$ cat src/spc_pkg.sv
// Package for the sensor and auxiliary pin control block: register map, fields, reset values and carriers.
package spc_pkg;

   // Register indices; the byte address on the bus is four times the index.
   localparam logic [9:0] SPC_IDX_SENSOR = 10'h058;
   localparam logic [9:0] SPC_IDX_AUX = 10'h059;
   localparam logic [9:0] SPC_IDX_STATUS = 10'h060;
   localparam logic [9:0] SPC_IDX_COMMAND = 10'h061;
   localparam logic [9:0] SPC_IDX_TRIP_LINES = 10'h062;
   localparam logic [9:0] SPC_IDX_IRQ_STATUS = 10'h063;
   localparam logic [9:0] SPC_IDX_IRQ_MASK = 10'h064;

   // Field positions in paper_sensor_config.
   localparam int unsigned SPC_PS_POL = 3;
   localparam int unsigned SPC_PS_EDGE = 4;
   localparam int unsigned SPC_PS_STOP = 5;

   // Field positions in aux_pin_config for pin 1; pin 2 sits four bits higher.
   localparam int unsigned SPC_AUX_DIR = 0;
   localparam int unsigned SPC_AUX_POL = 1;
   localparam int unsigned SPC_AUX_EDGE = 2;
   localparam int unsigned SPC_AUX_OUT = 3;
   localparam int unsigned SPC_AUX_STRIDE = 4;

   // Field positions in the status register.
   localparam int unsigned SPC_ST_SCANNING = 3;
   localparam int unsigned SPC_ST_PENDING = 4;

   // Interrupt status bits.
   localparam int unsigned SPC_IRQ_SENSOR = 0;
   localparam int unsigned SPC_IRQ_AUX1 = 1;
   localparam int unsigned SPC_IRQ_AUX2 = 2;
   localparam int unsigned SPC_IRQ_STOPPED = 3;

   // Reset values.
   localparam logic [7:0] SPC_RESET_CFG = 8'h00;
   localparam logic [7:0] SPC_RESET_COMMAND = 8'h00;
   localparam logic [7:0] SPC_RESET_TRIP_LINES = 8'h00;
   localparam logic [3:0] SPC_RESET_IRQ = 4'h0;

   // APB request from the master.
   typedef struct packed {
      logic psel;
      logic penable;
      logic pwrite;
      logic [11:0] paddr;
      logic [31:0] pwdata;
   } spc_apb_req_t;

   // State of one input conditioner.
   typedef struct packed {
      logic [1:0] sync;
      logic true_q;
      logic latch;
   } spc_cond_t;

   // State of the main block.
   typedef struct packed {
      logic [7:0] sensor_cfg;
      logic [7:0] aux_cfg;
      logic [7:0] command;
      logic [7:0] trip_lines;
      logic [7:0] remaining;
      logic pending;
      logic [3:0] irq_stat;
      logic [3:0] irq_mask;
      logic [31:0] prdata;
      logic pslverr;
   } spc_state_t;

endpackage

$ cat src/spc_input_cond.sv
// Input conditioner: synchroniser, polarity, level or edge capture for one pin.
`timescale 1ns/1ps
module spc_input_cond import spc_pkg::*; (
   input wire logic clk_in,
   input wire logic reset_in,
   input wire logic pin_in,
   input wire logic polarity_in,
   input wire logic edge_mode_in,
   input wire logic enable_in,
   input wire logic read_clear_in,
   output logic true_out,
   output logic rise_out,
   output logic state_out
);

   spc_cond_t st;
   spc_cond_t next_st;

   // The pin is "true" after two sync stages; a disabled input reads as never true.
   assign true_out = enable_in & (polarity_in ? st.sync[1] : ~st.sync[1]);
   assign rise_out = true_out & ~st.true_q;
   // A latch left over from input use must not show in the cycle in which the pin turns into an output.
   assign state_out = edge_mode_in ? (st.latch & enable_in) : true_out;

   // The latch holds a sighting until a status read; a sighting in the clear cycle wins.
   always_comb begin
      next_st = st;
      next_st.sync = {st.sync[0], pin_in};
      next_st.true_q = true_out;
      if (enable_in && edge_mode_in) begin
         next_st.latch = (st.latch & ~read_clear_in) | true_out;
      end else begin
         next_st.latch = 1'b0;
      end
   end

   // Single state register.
   always_ff @(posedge clk_in) begin
      if (reset_in) begin
         // The previous truth starts high, so a pin that is already true after reset raises no false edge.
         st <= '{sync: 2'h0, true_q: 1'b1, latch: 1'b0};
      end else begin
         st <= next_st;
      end
   end

endmodule

$ cat src/spc_pin_ctrl.sv
// Paper sensor and auxiliary pin control with APB registers and interrupt.
//
// Contract
// - Sensor edge mode: status latches true since read.
// - Stop option off: scan state untouched.
// - Stop option on: rising trip clears command.
// - Stop deferred by programmed post-trip line count.
// - Aux pin 1 direction: 0 input, 1 output.
// - Aux pin 1 polarity selects true level.
// - Aux pin 1 level mode reports current truth.
// - Aux pin 1 edge mode latches until read.
// - Aux pin 1 output bit drives level.
// - Aux pin 2 direction: 0 input, 1 output.
// - Aux pin 2 polarity selects true level.
// - Aux pin 2 level mode reports current truth.
// - Sensor polarity selects true level.
// - Sensor level mode reports current truth.
// - Aux pin 2 edge mode latches until read.
`timescale 1ns/1ps
module spc_pin_ctrl import spc_pkg::*; (
   input wire logic clk_in,
   input wire logic reset_in,
   input wire spc_apb_req_t apb_in,
   output logic pready_out,
   output logic pslverr_out,
   output logic [31:0] prdata_out,
   input wire logic sensor2_in,
   input wire logic [1:0] aux_pin_in,
   output logic [1:0] aux_pin_out,
   output logic [1:0] aux_pin_oe_out,
   input wire logic line_done_in,
   output logic [7:0] command_out,
   output logic irq_out
);

   spc_state_t st;
   spc_state_t next_st;

   logic [2:0] pins;
   logic [2:0] pol;
   logic [2:0] edge_mode;
   logic [2:0] enable;
   logic [2:0] read_clear;
   logic [2:0] cond_true;
   logic [2:0] cond_rise;
   logic [2:0] cond_state;
   logic [9:0] word;
   logic setup;
   logic done;
   logic wr;
   logic hit;
   logic [31:0] rd_val;
   logic [7:0] status;
   logic cmd_wr;
   logic trip;
   logic stop_now;

   // Inputs in order sensor, aux 1, aux 2; an aux pin set as output is masked off.
   assign pins = {aux_pin_in[1], aux_pin_in[0], sensor2_in};
   assign pol = {st.aux_cfg[SPC_AUX_STRIDE + SPC_AUX_POL], st.aux_cfg[SPC_AUX_POL],
                 st.sensor_cfg[SPC_PS_POL]};
   assign edge_mode = {st.aux_cfg[SPC_AUX_STRIDE + SPC_AUX_EDGE], st.aux_cfg[SPC_AUX_EDGE],
                       st.sensor_cfg[SPC_PS_EDGE]};
   assign enable = {~st.aux_cfg[SPC_AUX_STRIDE + SPC_AUX_DIR], ~st.aux_cfg[SPC_AUX_DIR], 1'b1};

   // Only bits that the finished status read actually returned are cleared.
   assign read_clear = (done && !apb_in.pwrite && word == SPC_IDX_STATUS) ? st.prdata[2:0] : 3'h0;

   // One conditioner per input, each with its own two-stage synchroniser.
   genvar gi;
   generate
      for (gi = 0; gi < 3; gi++) begin : g_cond
         spc_input_cond u_cond (
            .clk_in(clk_in),
            .reset_in(reset_in),
            .pin_in(pins[gi]),
            .polarity_in(pol[gi]),
            .edge_mode_in(edge_mode[gi]),
            .enable_in(enable[gi]),
            .read_clear_in(read_clear[gi]),
            .true_out(cond_true[gi]),
            .rise_out(cond_rise[gi]),
            .state_out(cond_state[gi])
         );
      end
   endgenerate

   // Aux pins drive from configuration flops only while set as outputs.
   always_comb begin
      for (int i = 0; i < 2; i++) begin
         aux_pin_oe_out[i] = st.aux_cfg[i * SPC_AUX_STRIDE + SPC_AUX_DIR];
         aux_pin_out[i] = st.aux_cfg[i * SPC_AUX_STRIDE + SPC_AUX_OUT];
      end
   end

   // Bus phases and the status view.
   assign word = apb_in.paddr[11:2];
   assign setup = apb_in.psel & ~apb_in.penable;
   assign done = apb_in.psel & apb_in.penable;
   assign wr = done & apb_in.pwrite & ~st.pslverr;
   assign cmd_wr = wr && word == SPC_IDX_COMMAND;
   assign status = {3'h0, st.pending, st.command[0], cond_state};

   // A trip counts only while scanning with the stop option on.
   assign trip = cond_rise[0] & st.sensor_cfg[SPC_PS_STOP] & st.command[0] & ~st.pending;
   assign stop_now = st.sensor_cfg[SPC_PS_STOP] &&
                     ((trip && st.trip_lines == 8'h00) ||
                      (st.pending && line_done_in && st.remaining == 8'h01));

   // Read multiplexer; unmapped words answer with an error and zero data.
   always_comb begin
      hit = 1'b1;
      rd_val = 32'h0000_0000;
      unique case (word)
         SPC_IDX_SENSOR: rd_val = {24'h00_0000, st.sensor_cfg};
         SPC_IDX_AUX: rd_val = {24'h00_0000, st.aux_cfg};
         SPC_IDX_STATUS: rd_val = {24'h00_0000, status};
         SPC_IDX_COMMAND: rd_val = {24'h00_0000, st.command};
         SPC_IDX_TRIP_LINES: rd_val = {24'h00_0000, st.trip_lines};
         SPC_IDX_IRQ_STATUS: rd_val = {28'h000_0000, st.irq_stat};
         SPC_IDX_IRQ_MASK: rd_val = {28'h000_0000, st.irq_mask};
         default: hit = 1'b0;
      endcase
   end

   // Next state: bus capture, register writes, scan stop sequencing and interrupt flags.
   always_comb begin
      next_st = st;
      if (setup) begin
         next_st.prdata = apb_in.pwrite ? 32'h0000_0000 : rd_val;
         next_st.pslverr = ~hit;
      end
      if (wr) begin
         unique case (word)
            SPC_IDX_SENSOR: next_st.sensor_cfg = apb_in.pwdata[7:0];
            SPC_IDX_AUX: next_st.aux_cfg = apb_in.pwdata[7:0];
            SPC_IDX_COMMAND: next_st.command = apb_in.pwdata[7:0];
            SPC_IDX_TRIP_LINES: next_st.trip_lines = apb_in.pwdata[7:0];
            SPC_IDX_IRQ_MASK: next_st.irq_mask = apb_in.pwdata[3:0];
            default: next_st.irq_mask = st.irq_mask;
         endcase
      end
      // Pending stop counts lines; abandoned if software stops or drops the option.
      if (trip && st.trip_lines != 8'h00) begin
         next_st.pending = 1'b1;
         next_st.remaining = st.trip_lines;
      end else if (st.pending && line_done_in && st.remaining != 8'h01) begin
         next_st.remaining = st.remaining - 8'h01;
      end
      if (!st.sensor_cfg[SPC_PS_STOP] || (cmd_wr && !apb_in.pwdata[0])) begin
         next_st.pending = 1'b0;
      end
      // The sensor stop overrides a same-cycle command write.
      if (stop_now) begin
         next_st.command = 8'h00;
         next_st.pending = 1'b0;
      end
      // Sticky interrupt bits; an event in the clearing cycle survives.
      next_st.irq_stat = st.irq_stat & ~((wr && word == SPC_IDX_IRQ_STATUS) ? apb_in.pwdata[3:0] : 4'h0);
      next_st.irq_stat = next_st.irq_stat | {stop_now, cond_rise};
   end

   // Single state register.
   always_ff @(posedge clk_in) begin
      if (reset_in) begin
         st.sensor_cfg <= SPC_RESET_CFG;
         st.aux_cfg <= SPC_RESET_CFG;
         st.command <= SPC_RESET_COMMAND;
         st.trip_lines <= SPC_RESET_TRIP_LINES;
         st.remaining <= 8'h00;
         st.pending <= 1'b0;
         st.irq_stat <= SPC_RESET_IRQ;
         st.irq_mask <= SPC_RESET_IRQ;
         st.prdata <= 32'h0000_0000;
         st.pslverr <= 1'b0;
      end else begin
         st <= next_st;
      end
   end

   // Zero-wait access phase; data and error were captured in the setup cycle.
   assign pready_out = done;
   assign pslverr_out = done & st.pslverr;
   assign prdata_out = st.prdata;
   assign command_out = st.command;
   assign irq_out = |(st.irq_stat & st.irq_mask);
endmodule

$ cat config.mk
export PLATFORM = sky130hd
export DESIGN_NAME = spc_pin_ctrl
export DESIGN_NICKNAME = d
export VERILOG_FILES = /design/src/spc_pkg.sv /design/src/spc_input_cond.sv /design/src/spc_pin_ctrl.sv
export SDC_FILE = /design/constraint.sdc
export NUM_CORES = 1
export LEC_CHECK = 0
export BUFFER_PORTS_ARGS = -buffer_cell sky130_fd_sc_hd__buf_4
export CORE_ASPECT_RATIO = 0.5
export CORE_UTILIZATION = 50
export DETAILED_ROUTE_END_ITERATION = 12
export PLACE_DENSITY = 0.81
export SLEW_MARGIN = 0
export SYNTH_ARGS = -nofsm -noshare
export SYNTH_HDL_FRONTEND = slang
export SYNTH_SLANG_ARGS = --single-unit
$ cat constraint.sdc
create_clock -name clk_in -period 3 [get_ports clk_in]
set_input_delay 0.15 -clock clk_in [delete_from_list [all_inputs] [get_ports clk_in]]
set_output_delay 0.15 -clock clk_in [all_outputs]
set_load 0.005 [all_outputs]
==> results by group <==
Placement
  – IO Port Bufs: 49
  – Post-DP HPWL: 6615 um
  – GPL Wtd Cong: 0.9324
  – Post-Place Cells: 542

Cells and area
  – Most frequent cells in the layout: 70 x dfxtp_1, 51 x buf_4, 45 x nand2_1
  – Area delta synth->final: 11.53%
  – Most common cell after layout, fill and taps aside: dfxtp_1
  – N_diodes: 0
  – Finished Layout Cells: 558
  – Fin nets: 516
  – Final Util: 0.5985
  – Share of post-route cells with drive strength above 1: 0.1674

Setup path
  – Critical Path Fanout Max: 8
  – CP max stage delay: 0.51 ns
  – Worst path cell trace: ha_1 -> or4b_1 -> o32ai_1 -> a21o_1 -> nor2_1
  – Buf/Inv on CP: 0
  – Worst reg-to-reg setup slack: 0.71 ns
  – Worst Path Arrival: 2.50 ns
  – CP Capture Point: command_out[5]
  – WP data required: 3.21 ns
  – Crit. Startpoint: st[42]
  – CP Depth: 5
  – Critical R2R Capture: command_out[5]
  – R2R depth: 5
  – Endpoint type of the worst setup path: register
  – Startpoint types: register
  – Worst path top cell family by delay: compound AO/OA/AOI/OAI gates
  – Critical R2R Launch: st[42]
  – CP max stage cell: or4b_1
  – Crit path kind: reg -> reg

STA
  – Hold Vio Cnt, Final: 0
  – Unrepaired setup endpoints after global routing: no
  – Max Clk Rate: 0.4371 GHz
  – Final Max Slew Viols: 0
  – Final Cycle Share: 0.7626
  – Skew final: 0.005782 ns
  – Final setup vio count: 0
  – Minimum clock period after layout: 2.288 ns
  – Worst Hold Margin: 0.02021 ns
  – Worst slew pin tran: 0.8143 ns
  – Setup TNS: 0 ns
  – Slew HR: 0.4521

Global routing
  – Largest net degree at the start of global routing: 60
  – Total track usage: 0.2503
  – Vias in the first global route: 2992
  – Antenna violations before repair: 0
  – First-pass GRT wire length: 14890 um
  – Global route overflow: 0

Job
  – Max Cap Violations: 0

Pwr
  – Sequential Power Share: 0.454
  – Clock power share: 0.490
  – Cell-internal power: 1.603 mW
  – Sw Share: 0.2264
  – Combinational share of power: 0.056
  – P_sw: 0.4693 mW
  – Pwr per Cell Area: 499.3 nW/um2
  – Total power: 2.073 mW
  – Static Leak: 1.671 nW
  – Max VDD drop: 275.9 uV

CTS
  – CTS tree: yes
  – Clock transition at path regs: 0.06 ns
  – Max Buffers Root-to-Sink: 2
  – Postcts setup bufs: 0
  – Max H-tree Level: 3
  – Clock Sinks: 70
  – Cts bufs inserted: 9
  – Hold buffer count at CTS: 0
  – Root buf cell: clkbuf_16
  – Worst-Skew Late Latency: 0.34 ns
  – Post-CTS sizing: 0

Die
  – Row cnt: 21
  – Die area: 7815 um2
  – Core area: 6937 um2
  – Die X: 124.0 um
  – I/O pin count: 100
  – Initial Util: 0.5366
  – Die height: 63.01 um

Route
  – Initial DRC Count: 369
  – Vias per inst: 5.943
  – Total length of routed wires: 9227 um
  – Antenna Nets Post-Route: 0
  – Routed vias: 3316
  – DRC violations left: 0
  – Wire per inst: 16.54 um
  – TritonRoute pass-1 iters: 5

Logic synthesis
  – Post-synth EDFFs: 0
  – Ys async rst share: 0
  – Synth cell types: 62
  – Sequential fraction of the synthesis area: 0.3765
  – Syn. warnings: 0
  – Cell area after synthesis: 3722 um2
  – Post-synthesis sequential element count: 70
  – Mapped Avg Cell Area: 8.460 um2
  – Top_reg_cell synth: dfxtp_1
  – Synth Instances: 440

Run status
  – Status: finished clean

Worst hold path
  – Hold Path Class: in -> reg
==> state kept, by name, summed over array words and instances (netlist names) <==
signal,count
g_cond.u_cond.st,9
st,32
command_out,8
edge_mode,3
aux_pin_oe_out,2
prdata_out,8
pol,3
aux_pin_out,2
g_cond.u_cond.next_st,3
==> layer usage <==
metal / share of wire / vias up / GRT usage / wire, um
li1: - / 1550 / - / -
met1: 0.42 / 1536 / 0.3324 / 3912
met2: 0.45 / 213 / 0.3917 / 4173
met3: 0.11 / 17 / 0.06387 / 988
met4: 0.017 / 0 / 0.08780 / 153
met5: 0 / - / 0 / 0
==> final cells by class <==
type	instances	area, um2
well taps	92	115.1
clock inverters	3	17.52
multi-input cells	327	1957
clock buffers	13	270.3
inverters	2	7.507
repair buffers	51	382.9
flip-flops and latches	70	1401
fillers	617	2785
==> cells in the mapped netlist, types with 3 or more instances <==
cell / instances / area share
buf_2: 5 / 0.0067
nor2_1: 43 / 0.043
o21ai_0: 17 / 0.023
a221oi_1: 5 / 0.012
and3_1: 5 / 0.0084
nor4_1: 6 / 0.010
a31oi_1: 3 / 0.0050
nor3b_1: 3 / 0.0060
a32o_1: 3 / 0.0081
a22oi_1: 13 / 0.026
nor2b_1: 12 / 0.020
o211ai_1: 3 / 0.0060
dfxtp_1: 70 / 0.38
clkbuf_1: 12 / 0.012
nor3_1: 8 / 0.011
nand2b_1: 4 / 0.0067
o31ai_1: 3 / 0.0060
mux2i_1: 30 / 0.081
a21oi_1: 29 / 0.039
nand2_1: 45 / 0.045
and2_1: 3 / 0.0050
nand3_1: 17 / 0.023
xor2_1: 3 / 0.0071
o21ai_1: 4 / 0.0054
buf_4: 44 / 0.089
==> metrics by stage <==
stage / worst slack [ns] / cell area, um2
2_1_floorplan: 1.130 / 3809
3_3_place_gp: 0.8209 / 3864
3_5_place_dp: 0.7782 / 3864
4_1_cts: 0.7299 / 4151
5_1_grt: 0.6307 / 4151
6_report: 0.7123 / 4151
==> power by group through the flow <==
stage                     clock network (mW)  logic, mW  registers (mW)
after floorplan                            0     0.0852           0.960
after global placement                     0      0.112           0.961
after detailed placement                   0      0.113           0.961
after CTS                               1.02      0.114           0.941
after global routing                    1.06      0.126           0.941
final                                   1.02      0.116           0.941
==> cells by family after synthesis <==
group                      after synthesis  share of synthesized area
other                                    1                   0.001007
adders and majority gates                2                   0.006722
AOI/OAI and AO/OA                       97                     0.1677
buffers and inverters                   66                     0.1210
and+or+nand+nor                        168                     0.2309
DFF                                     70                     0.3765
xor gates and xnor gates                 4                   0.009413
muxes                                   32                    0.08672
==> worst min path at each step <==
stage	end	slack (ns)	startpoint	depth (start not counted)
2_1_floorplan	g_cond[0].u_cond.next_st[3]	0.28	sensor2_in	1
3_3_place_gp	g_cond[2].u_cond.next_st[3]	0.36	aux_pin_in[1]	2
3_5_place_dp	g_cond[0].u_cond.next_st[3]	0.37	sensor2_in	2
4_1_cts	g_cond[0].u_cond.next_st[3]	0.02	sensor2_in	2
5_1_grt	g_cond[0].u_cond.next_st[3]	0.03	sensor2_in	2
6_report	g_cond[0].u_cond.next_st[3]	0.02	sensor2_in	2
(Power assumes the default switching activity.)
